`config.mk`:
```
export PLATFORM = sky130hd
export DESIGN_NAME = pts_timer
export DESIGN_NICKNAME = d
export VERILOG_FILES = /design/src/logic/pts_pkg.sv /design/src/logic/pts_scaler.sv /design/src/logic/pts_timer.sv
export VERILOG_INCLUDE_DIRS = /design/src /design/src/logic
export SDC_FILE = /design/constraint.sdc
export NUM_CORES = 1
export LEC_CHECK = 0
export ABC_AREA = 1
export ABC_CLOCK_PERIOD_IN_PS = 2220
export CORE_MARGIN = 5
export CORE_UTILIZATION = 25
export DETAILED_ROUTE_END_ITERATION = 8
export DONT_BUFFER_PORTS = 1
export HOLD_SLACK_MARGIN = 0.06
export SLEW_MARGIN = 10
export SYNTH_ARGS = -nofsm -noshare
export SYNTH_HDL_FRONTEND = slang
export SYNTH_HIERARCHICAL = 1
export SYNTH_SLANG_ARGS = --single-unit
```
`constraint.sdc`:
```
create_clock -name core_clk -period 2.22 [get_ports core_clk]
set_input_delay 0.444 -clock core_clk [delete_from_list [all_inputs] [get_ports core_clk]]
set_output_delay 0.444 -clock core_clk [all_outputs]
set_load 0.05 [all_outputs]
```
`src/logic/pts_defines.svh`:
```
// Summary of operation
// Count register read/write, zero on reset
// Input divider select: 00 /1, 01 /4, 1x /16
// Count to period, then zero next increment
// Period register read/write, all ones on reset
// Postscaler 1..16 sets match flag bit 1
// Postscale ratio is field value plus one
// Timer runs only while run bit set
// Writes to count or control clear scalers
// Control write leaves count unchanged
// Unscaled match pulse goes to serial port
// Count and match form PWM time base
// Control bit 7 reads zero, resets zero
// PWM period excludes the postscaler
// Software clears the match flag itself
//
// Constants of the period timer: offsets, reset values, bit
// positions, prescaler limits and the instruction-clock divider.
// Assumes an 8-bit register port and one core clock.
`ifndef PTS_DEFINES_SVH
`define PTS_DEFINES_SVH

// ----------------------------------------------------------------
// Register offsets
// ----------------------------------------------------------------
`define PTS_ADDR_FLAGS 8'h0c
`define PTS_ADDR_COUNT 8'h11
`define PTS_ADDR_CTRL 8'h12
`define PTS_ADDR_ENABLES 8'h8c
`define PTS_ADDR_PERIOD 8'h92

// ----------------------------------------------------------------
// Reset values and bit positions
// ----------------------------------------------------------------
`define PTS_RST_COUNT 8'h00
`define PTS_RST_PERIOD 8'hff
`define PTS_RST_CTRL 7'h00
`define PTS_BIT_MATCH 1

// ----------------------------------------------------------------
// Timing: core clock period and instruction-clock divider
// ----------------------------------------------------------------
`define PTS_CLK_PERIOD_NS 10
`define PTS_INSTR_DIV 4
`define PTS_PRE_LIM_1 4'h0
`define PTS_PRE_LIM_4 4'h3
`define PTS_PRE_LIM_16 4'hf

`endif

```
`src/logic/pts_pkg.sv`:
```
// Types shared by the period timer and its scaler counters.
// Assumes the constants header is compiled alongside.
package pts_pkg;

    // Control register fields, bit 6 down to bit 0
    typedef struct packed {
        logic [3:0] output_divider_select;
        logic tick_run_enable;
        logic [1:0] input_divider_select;
    } pts_ctrl_t;

    // Register port request from the master
    typedef struct packed {
        logic [7:0] addr;
        logic [7:0] wdata;
        logic wr;
        logic rd;
    } pts_bus_req_t;

    // Time base offered to the PWM units
    typedef struct packed {
        logic [7:0] count;
        logic match;
    } pts_pwm_base_t;

    // Whole state of the timer top
    typedef struct packed {
        logic [7:0] tick_count;
        logic [7:0] period_limit;
        pts_ctrl_t ctrl;
        logic period_match_flag;
        logic period_match_irq_enable;
        logic match;
        logic [7:0] rd_data;
        logic irq;
    } pts_state_t;

endpackage

```
`src/logic/pts_scaler.sv`:
```
// Modulo counter giving one pulse every limit+1 ticks.
// Assumes tick and clr are synchronous one-cycle enables.
`timescale 1ns/100ps
`default_nettype none

module pts_scaler
    import pts_pkg::*;
#(
    parameter int WIDTH = 4
) (
    input wire logic core_clk,
    input wire logic rst,
    input wire logic clr,
    input wire logic tick,
    input wire logic [WIDTH-1:0] limit,
    output logic pulse
);

    typedef struct packed {
        logic [WIDTH-1:0] cnt;
    } pts_scl_state_t;

    pts_scl_state_t s_q;
    pts_scl_state_t s_d;

    // Next count; clear wins over a tick
    always_comb begin
        s_d = s_q;
        pulse = 1'b0;
        if (clr) begin
            s_d.cnt = '0;
        end else if (tick) begin
            // Greater-or-equal copes with a lowered limit
            if (s_q.cnt >= limit) begin
                s_d.cnt = '0;
                pulse = 1'b1;
            end else begin
                s_d.cnt = s_q.cnt + 1'b1;
            end
        end
    end

    // State register
    always_ff @(posedge core_clk or posedge rst) begin
        if (rst) begin
            s_q <= '0;
        end else begin
            s_q <= s_d;
        end
    end

endmodule

`default_nettype wire

```
`src/logic/pts_timer.sv`:
```
// Eight-bit period timer with input prescaler and output
// postscaler, an interrupt flag and mask, a register port.
// Assumes synchronous inputs, one core clock and a master
// that never strobes read and write together.
//
// Added by the designer: the address-and-strobe port.
`timescale 1ns/100ps
`default_nettype none

`include "pts_defines.svh"

module pts_timer
    import pts_pkg::*;
#(
    parameter int INSTR_DIV = `PTS_INSTR_DIV
) (
    input wire logic core_clk,
    input wire logic rst,
    input wire pts_bus_req_t bus_req,
    output logic [7:0] rd_data,
    output logic irq,
    output logic ssp_shift_tick,
    output pts_pwm_base_t pwm_base
);

    // ----------------------------------------------------------------
    // Local constants
    // ----------------------------------------------------------------

    // Instruction clock divider limit, two bits wide
    localparam logic [1:0] INSTR_LIM = 2'(INSTR_DIV - 1);

    // ----------------------------------------------------------------
    // Declarations
    // ----------------------------------------------------------------

    pts_state_t s_q;
    pts_state_t s_d;

    logic hit_flags;
    logic hit_count;
    logic hit_ctrl;
    logic hit_enables;
    logic hit_period;

    logic wr_flags;
    logic wr_count;
    logic wr_ctrl;
    logic wr_enables;
    logic wr_period;
    logic rd_flags;

    logic scl_clr;
    logic instr_tick;
    logic pre_in;
    logic pre_tick;
    logic match_now;
    logic post_tick;
    logic [3:0] pre_limit;
    logic [7:0] count_inc;

    // ----------------------------------------------------------------
    // Address decode
    // ----------------------------------------------------------------

    // One hit line per mapped offset
    assign hit_flags = (bus_req.addr == `PTS_ADDR_FLAGS);
    assign hit_count = (bus_req.addr == `PTS_ADDR_COUNT);
    assign hit_ctrl = (bus_req.addr == `PTS_ADDR_CTRL);
    assign hit_enables = (bus_req.addr == `PTS_ADDR_ENABLES);
    assign hit_period = (bus_req.addr == `PTS_ADDR_PERIOD);

    // Qualified strobes
    assign wr_flags = bus_req.wr & hit_flags;
    assign wr_count = bus_req.wr & hit_count;
    assign wr_ctrl = bus_req.wr & hit_ctrl;
    assign wr_enables = bus_req.wr & hit_enables;
    assign wr_period = bus_req.wr & hit_period;
    assign rd_flags = bus_req.rd & hit_flags;

    // ----------------------------------------------------------------
    // Clock chain: instruction clock, prescaler, postscaler
    // ----------------------------------------------------------------

    // Scaler clear on count or control write
    assign scl_clr = wr_count | wr_ctrl;

    // Instruction clock is core clock divided by INSTR_DIV, four by default
    pts_scaler #(
        .WIDTH(2)
    ) u_instr_div (
        .core_clk(core_clk),
        .rst(rst),
        .clr(1'b0),
        .tick(1'b1),
        .limit(INSTR_LIM),
        .pulse(instr_tick)
    );

    // Input divider limit from select field
    always_comb begin
        case (s_q.ctrl.input_divider_select)
            2'b00: pre_limit = `PTS_PRE_LIM_1;
            2'b01: pre_limit = `PTS_PRE_LIM_4;
            default: pre_limit = `PTS_PRE_LIM_16;
        endcase
    end

    // Prescaler is fed only while running
    assign pre_in = instr_tick & s_q.ctrl.tick_run_enable;

    // Input prescaler
    pts_scaler #(
        .WIDTH(4)
    ) u_pre_div (
        .core_clk(core_clk),
        .rst(rst),
        .clr(scl_clr),
        .tick(pre_in),
        .limit(pre_limit),
        .pulse(pre_tick)
    );

    // Period match: count equals period on an increment
    assign match_now = pre_tick & ~wr_count
        & (s_q.tick_count == s_q.period_limit);

    // Plain increment of the count
    assign count_inc = s_q.tick_count + 8'h01;

    // Output postscaler, ratio is field plus one
    pts_scaler #(
        .WIDTH(4)
    ) u_post_div (
        .core_clk(core_clk),
        .rst(rst),
        .clr(scl_clr),
        .tick(match_now),
        .limit(s_q.ctrl.output_divider_select),
        .pulse(post_tick)
    );

    // ----------------------------------------------------------------
    // Next-state logic
    // ----------------------------------------------------------------

    always_comb begin
        s_d = s_q;
        s_d.match = 1'b0;
        s_d.rd_data = 8'h00;

        // Count: software write beats an increment
        if (wr_count) begin
            s_d.tick_count = bus_req.wdata;
        end else if (pre_tick) begin
            if (match_now) begin
                s_d.tick_count = `PTS_RST_COUNT;
            end else begin
                s_d.tick_count = count_inc;
            end
        end

        // Unscaled match pulse for serial port and PWM
        s_d.match = match_now;

        // Period register
        if (wr_period) begin
            s_d.period_limit = bus_req.wdata;
        end

        // Control write keeps the count
        if (wr_ctrl) begin
            s_d.ctrl = pts_ctrl_t'(bus_req.wdata[6:0]);
        end

        // Interrupt mask
        if (wr_enables) begin
            s_d.period_match_irq_enable =
                bus_req.wdata[`PTS_BIT_MATCH];
        end

        // Flag: written or read-cleared by software
        if (wr_flags) begin
            s_d.period_match_flag = bus_req.wdata[`PTS_BIT_MATCH];
        end else if (rd_flags) begin
            s_d.period_match_flag = 1'b0;
        end

        // Postscaler output sets flag; set wins over clear
        if (post_tick) begin
            s_d.period_match_flag = 1'b1;
        end

        // Level interrupt from unmasked flag
        s_d.irq = s_d.period_match_flag
            & s_d.period_match_irq_enable;

        // Read data, valid the cycle after the strobe
        if (bus_req.rd) begin
            case (bus_req.addr)
                `PTS_ADDR_FLAGS: begin
                    s_d.rd_data[`PTS_BIT_MATCH] =
                        s_q.period_match_flag;
                end
                `PTS_ADDR_COUNT: begin
                    s_d.rd_data = s_q.tick_count;
                end
                `PTS_ADDR_CTRL: begin
                    s_d.rd_data = {1'b0, s_q.ctrl};
                end
                `PTS_ADDR_ENABLES: begin
                    s_d.rd_data[`PTS_BIT_MATCH] =
                        s_q.period_match_irq_enable;
                end
                `PTS_ADDR_PERIOD: begin
                    s_d.rd_data = s_q.period_limit;
                end
                default: begin
                    s_d.rd_data = 8'h00;
                end
            endcase
        end
    end

    // ----------------------------------------------------------------
    // State register
    // ----------------------------------------------------------------

    // Reset clears count, control, flags; period all ones
    always_ff @(posedge core_clk or posedge rst) begin
        if (rst) begin
            s_q <= '0;
            s_q.tick_count <= `PTS_RST_COUNT;
            s_q.period_limit <= `PTS_RST_PERIOD;
            s_q.ctrl <= pts_ctrl_t'(`PTS_RST_CTRL);
        end else begin
            s_q <= s_d;
        end
    end

    // ----------------------------------------------------------------
    // Outputs, straight from flip-flops
    // ----------------------------------------------------------------

    assign rd_data = s_q.rd_data;
    assign irq = s_q.irq;
    assign ssp_shift_tick = s_q.match;

    // Time base for the PWM units
    assign pwm_base = '{count: s_q.tick_count, match: s_q.match};

endmodule

`default_nettype wire

```
==> impl_results.md, run 1 <==
* Status: completed
* Routed WL at 7.61 mm
* Critical path peak fanout at 4
* RSZ-0062 raised after global routing: yes
* Root buffer cell: clkbuf_16
* Count of cell types in the netlist at 33
* Tcrit/Tclk final at 0.932
* Rows at 41
* GRT Resource Usage Total at 0.104
* FMAX at 483 MHz
* Final Max Slew Viols at 0
* Die width at 122 µm
* Die Span Y at 122 µm
* Cells after synthesis at ~440
* Final HPWL DP at 6.00 mm
* Die area at 14,900 µm²
* Min Hold Slack at roughly 260 ps
* Worst Path Class, Setup: flip-flop to flip-flop
* Layout Utilization at 0.289
* M2 GR Usage at 0.181
* Hold Path Class: input pin to flip-flop
* Global-route wire length before repair at 12.5 mm
* Power Density at just under 700 nW/µm²
* Drt drc at 0
* Fin cells at 628
* Overall power at 2.48 mW
* Initial core utilization at 0.252
* Antenna fix cells at 0
* Syn Area/Cell at 7.12 µm²
* CTS H-Tree Depth at 2
* Antenna viol nets, final at 0
* CP arrival at between 2000 and 2500 ps
* Input/output buffers at 0
* Reg clk slew, reported paths at 60 ps
* Max IR drop VDD at 0.330 mV
* Met3 Usage GRT at 0.0283
* Most frequent cells in the layout: 130 x nand2_1, 72 x inv_1, 50 x nand3_1
* Clock Skew at 3.20 ps
* Nets at 488
* Layout cell share with drive strength beyond 1 at 0.189
* Initial antenna violation count at 0
* Per-cell routed wire length at 12.1 µm
* Synth-to-Final Area Change at 14.9%
* First-pass DRT Iterations at 4
* Sum Neg Setup Slack at 0 ps
* TritonCTS clock tree: done
* Vias in the first global route at 2,611
* Pleak at 2.00 nW
* Commonest non-fill, non-tap cell in the layout: nand2_1
* Ys Warns at 6
* Initial DRC count at 152
* Register area share after synthesis at 0.362
* Clock Latency Late Sink at 280 ps
* Min Tclk post-route at just over 2000 ps
* Clock tree buffer depth at 2
* Setup violators final at 0
* CTS Sinks at 45
* Endpoints failing hold at 0
* Number of buffers created by CTS at 5
* Vias per cell at 4.30
* Global routing met1 resource utilization at 0.126
* Via count at approximately 2,700
* Max cap viols at 0
* Largest net degree at the start of global routing at 32
* Grt peak-use layer: met2
* I/O pins at 39
* Startpoint Class: flip-flop
* Placed cells at between 600 and 700
* CORE AREA at about 12,000 µm²
* CP Capture Type: flip-flop
* WP data required at 2430 ps
* Synthesized flop and latch total at 45
* Final GP Congestion at 0.787
* Synthesized area at 3140 µm²
* Gr ovfl total at 0
kinds of logic after synthesis:
kind of cell | after synthesis | share of synthesized area
adder cells (fa/ha/maj) | 13 | 0.0518
AO/OA/AOI/OAI | 36 | 0.0689
other | 2 | 0.00239
buffers and inverters | 111 | 0.163
AND/OR/NAND/NOR | 227 | 0.333
XOR/XNOR | 7 | 0.0195
flip-flops | 45 | 0.362
repair_timing:
action	4_1_cts	5_1_grt
gates resized for setup	0	14
buffers inserted	0	6
hold endpoints to repair	14	0
hold buffers	1	0
setup endpoints to repair	0	13
flip-flops by register name (all words and copies together), names as in the netlist:
| register | count |
|---|---|
| irq | 1 |
| pwm_base | 8 |
| rd_data | 8 |
| s_q | 17 |
| ssp_shift_tick | 1 |
| u_instr_div/s_q | 2 |
| u_post_div/s_q | 4 |
| u_pre_div/s_q | 4 |
final cells by class:
cell class | instances | area (µm²)
fillers | 1319 | 8860
multi-input cells | 289 | 1550
flip-flops and latches | 45 | 1140
inverters | 87 | 329
well taps | 172 | 215
repair buffers | 27 | 205
clock buffers | 5 | 125
clock inverters | 3 | 46.3
where the power goes:
| part | internal [mW] | total, mW | switching, mW |
|---|---|---|---|
| clock network | 0.533 | 0.848 | 0.316 |
| registers | 0.911 | 1.00 | 0.0930 |
| logic | 0.262 | 0.622 | 0.360 |
path summary, 6_finish.rpt:
kind,from,end,slack (ps),cells after the start
setup / recovery,u_instr_div/s_q[0],irq,150,22
hold / removal,bus_req[5],s_q[22],260,2
setup reg to reg,u_instr_div/s_q[0],irq,150,22
hold reg to reg,s_q[22],s_q[22],490,2
max in group asynchronous,rst,s_q[25],940,3
min in group asynchronous,rst,u_instr_div/s_q[0],550,2
cells in the mapped netlist, drive strengths merged:
| cell type | count | share of area |
|---|---|---|
| inv | 86 | 0.10 |
| o21a | 1 | 0.0024 |
| o21ai | 14 | 0.026 |
| or2 | 2 | 0.0056 |
| o22ai | 6 | 0.012 |
| nor2 | 30 | 0.057 |
| clkinv | 1 | 0.0012 |
| nand2 | 138 | 0.17 |
| dfrtp | 37 | 0.29 |
| nand4 | 5 | 0.010 |
| a21oi | 15 | 0.029 |
| nand3 | 52 | 0.087 |
| xnor2 | 5 | 0.014 |
| xor2 | 2 | 0.0056 |
| dfstp | 8 | 0.067 |
| clkbuf | 1 | 0.0012 |
| ha | 13 | 0.052 |
| buf | 23 | 0.057 |
| conb | 2 | 0.0024 |
stage by stage:
stage,setup slack (ps),cell area (µm²)
floorplan,94.8,3160
global placement,76.0,3340
detailed placement,29.2,3340
CTS,16.6,3520
global route,-65.4,3610
finish,151,3610
critical path, stage by stage, from the launching register on:
cell	delay, ps
dfrtp_1	360
inv_2	60
ha_4	250
inv_1	30
nand2_1	70
nand2_2	70
nand2_1	60
nand2_1	40
inv_1	40
nand2_1	50
inv_2	60
inv_2	40
nor2_4	110
nand2_2	60
inv_2	70
nand2_4	60
nor2_4	90
inv_2	50
nor2_4	130
nand2_1	70
inv_1	70
a21oi_2	40
a21oi_1	130
per-layer routing:
layer | share of wire | vias up
met5 | 0 | -
met4 | 0.011 | 0
met3 | 0.077 | 8
met2 | 0.49 | 70
met1 | 0.42 | 1262
li1 | - | 1362
(Power assumes the default switching activity.)
==> run 2: changes to the inputs <==
--- a/config.mk
+++ b/config.mk
@@ -7,7 +7,7 @@
 export NUM_CORES = 1
 export LEC_CHECK = 0
 export ABC_AREA = 1
-export ABC_CLOCK_PERIOD_IN_PS = 2220
+export ABC_CLOCK_PERIOD_IN_PS = 2200
 export CORE_MARGIN = 5
 export CORE_UTILIZATION = 25
 export DETAILED_ROUTE_END_ITERATION = 8
==> constraint.sdc (replaced) <==
create_clock -name core_clk -period 2.2 [get_ports core_clk]
set_input_delay 0.44 -clock core_clk [delete_from_list [all_inputs] [get_ports core_clk]]
set_output_delay 0.44 -clock core_clk [all_outputs]
set_load 0.05 [all_outputs]
==> run 2 against run 1 <==
Net effect: core utilization increased by 0.44 points; fmax decreased by 0.32%; register-to-register slack got worse by 30 ps; final cell count increased by 0.64%; final area increased by 1.5%; total power increased by 3.7%; critical path type unchanged; worst setup slack got worse by 27 ps; hold slack got worse by 3.6 ps; wire length increased by 1.8%; combinational power increased by 7.7%; first-iteration DRC count decreased by 14%.
==> impl_results.md, run 2 (synthesized netlist as in run 1, its figures left out) <==
* Status: completed
* Synth-to-Final Area Change at 16.7%
* TritonCTS clock tree: done
* Crit-path cells: inv_2 > ha_4 > inv_2 > nand2_2 > nand2_2 > nand2_2 > nand2_2 > inv_2 > nand2_2 > inv_2 > inv_2 > nor2_4 > nand2_2 > inv_2 > nand2_4 > nor2_4 > inv_2 > nor2_4 > buf_4 > nand2_1 > o22ai_1
* Initial antenna violation count at 0
* Final GP Congestion at 0.784
* Vias in the first global route at 2,708
* Setup violators final at 0
* Fill cells at 1,348
* Number of buffers created by CTS at 5
* Worst Path Class, Setup: flip-flop to flip-flop
* Clk network pwr share at 0.345
* R2R depth at 21
* Routed WL at 7.75 mm
* Hold Path Class: input pin to flip-flop
* Die area at 14,900 µm²
* RSZ-0062 raised after global routing: yes
* GRT Resource Usage Total at 0.105
* RR Endpoint: u_post_div/s_q[1]
* Reg clk slew, reported paths at 60 ps
* Final HPWL DP at 5.98 mm
* CTS H-Tree Depth at 2
* Number of flip-flops under the largest register name at 17
* Most frequent cells in the layout: 122 x nand2_1, 68 x inv_1, 50 x nand3_1
* Fin cells at 632
* Die width at 122 µm
* Input/output buffers at 0
* Sequential share of power at 0.394
* CP arrival at 2280 ps
* Internal at 1.77 mW
* Startpoint Class: flip-flop
* Hold Path Depth at 2
* Placed cells at 613
* Via count at 2,693
* Worst hold path endpoint: s_q[25]
* CP max stage cell: dfrtp_1
* Largest net degree at the start of global routing at 35
* Net switching power at 0.797 mW
* Min Hold Slack at 254 ps
* Global-route wire length before repair at roughly 13 mm
* Root buffer cell: clkbuf_16
* R2r setup slk at 120 ps
* Layout cell share with drive strength beyond 1 at 0.222
* Drt drc at 0
* Initial DRC count at 130
* CP Capture Type: flip-flop
* Endpoints failing hold at 0
* Critical path peak fanout at 3
* Commonest non-fill, non-tap cell in the layout: nand2_1
* Register area at 1140 µm²
* Min Tclk post-route at 2080 ps
* Cell repeated most along the worst path: inv_2
* Area of the multi-input gates at 1580 µm²
* Initial core utilization at 0.252
* Area post-placement at approximately 3300 µm²
* WP data required at 2400 ps
* Buf+Inv Stages, Crit Path at 8
* Per-cell routed wire length at 12.3 µm
* Rows at between 40 and 50
* Worst Setup SP: u_instr_div/s_q[0]
* Vias per cell at between 4 and 5
* Power Density at roughly 700 nW/µm²
* Clock Skew at 2.71 ps
* Max cap viols at 0
* Switch share at 0.310
* FMAX at ~480 MHz
* Combinational power share at 0.261
* Pleak at between 2 and 2.5 nW
* CORE AREA at ~12,000 µm²
* Slowest stage delay, CP at between 300 and 400 ps
* Antenna viol nets, final at 0
* Tcrit/Tclk final at 0.943
* Min-delay src: bus_req[8]
* Gr ovfl total at 0
* Clock Latency Late Sink at between 200 and 300 ps
* CTS Sinks at 45
* Antenna fix cells at 0
* Clock tree buffer depth at 2
* Nets at roughly 500
* Max IR drop VDD at approximately 0.45 mV
* First-pass DRT Iterations at 4
* Largest Register: s_q
* CP delay by family, top: simple AND/OR/NAND/NOR gates
* Die Span Y at 122 µm
* I/O pins at 39
* Design Area, Final at 3660 µm²
* Final Max Slew Viols at 0
* Critical R2R Launch: u_instr_div/s_q[0]
## run 2: cell types whose count changed in the layout (fill, tap and decap cells not counted), sizes merged
cell / change
clkbuf: +2
clkinvlp: -1
buf: +4
clkinv: -1
## run 2: cell type report
type                            count  share of cell area
Clock buffer                        7              0.0389
Clock inverter                      1             0.00820
Inverter                           87              0.0898
Multi-Input combinational cell    289               0.430
Sequential cell                    45               0.310
Tap cell                          172              0.0587
Timing Repair Buffer               31              0.0642
## run 2: through the flow
stage	total power [mW]	setup TNS, ps	util	worst slack (ps)
global route	2.72	-97.4	0.294	-52.0
CTS	2.46	0	0.284	9.26
global placement	1.54	0	0.268	45.6
floorplan	1.45	0	-	78.8
detailed placement	1.57	-43.5	0.268	-27.8
finish	2.57	0	0.294	125
## run 2: routing by layer
metal / track usage / share of wire / wire length, µm
met5: 0 / 0 / 0
met4: 0.0280 / 0.0085 / 66
met3: 0.0288 / 0.071 / 554
met2: 0.183 / 0.49 / 3820
met1: 0.127 / 0.43 / 3310
## run 2: how the worst max path moves through the flow
| stage | to | slack [ps] | cells past startpoint |
|---|---|---|---|
| final | u_post_div/s_q[1] | 120 | 21 |
| after global routing | irq | -50 | 22 |
| after CTS | irq | 9 | 22 |
| after detailed placement | irq | -30 | 18 |
| after global placement | u_post_div/s_q[2] | 50 | 16 |
| after floorplan | irq | 80 | 18 |
## run 2: power groups by stage
stage	sequential [mW]	clock [mW]	combinational, mW
after floorplan	1.00	0	0.443
after global placement	1.02	0	0.526
after detailed placement	1.02	0	0.547
after CTS	1.01	0.898	0.555
after global routing	1.02	0.931	0.765
final	1.01	0.885	0.670
## run 2: repair_timing
action	CTS	global route
hold buffers	1	0
endpoints found under the hold margin	11	0
setup buffers	1	9
gates resized for setup	2	25
pin swaps	0	10
setup endpoints to repair	2	14
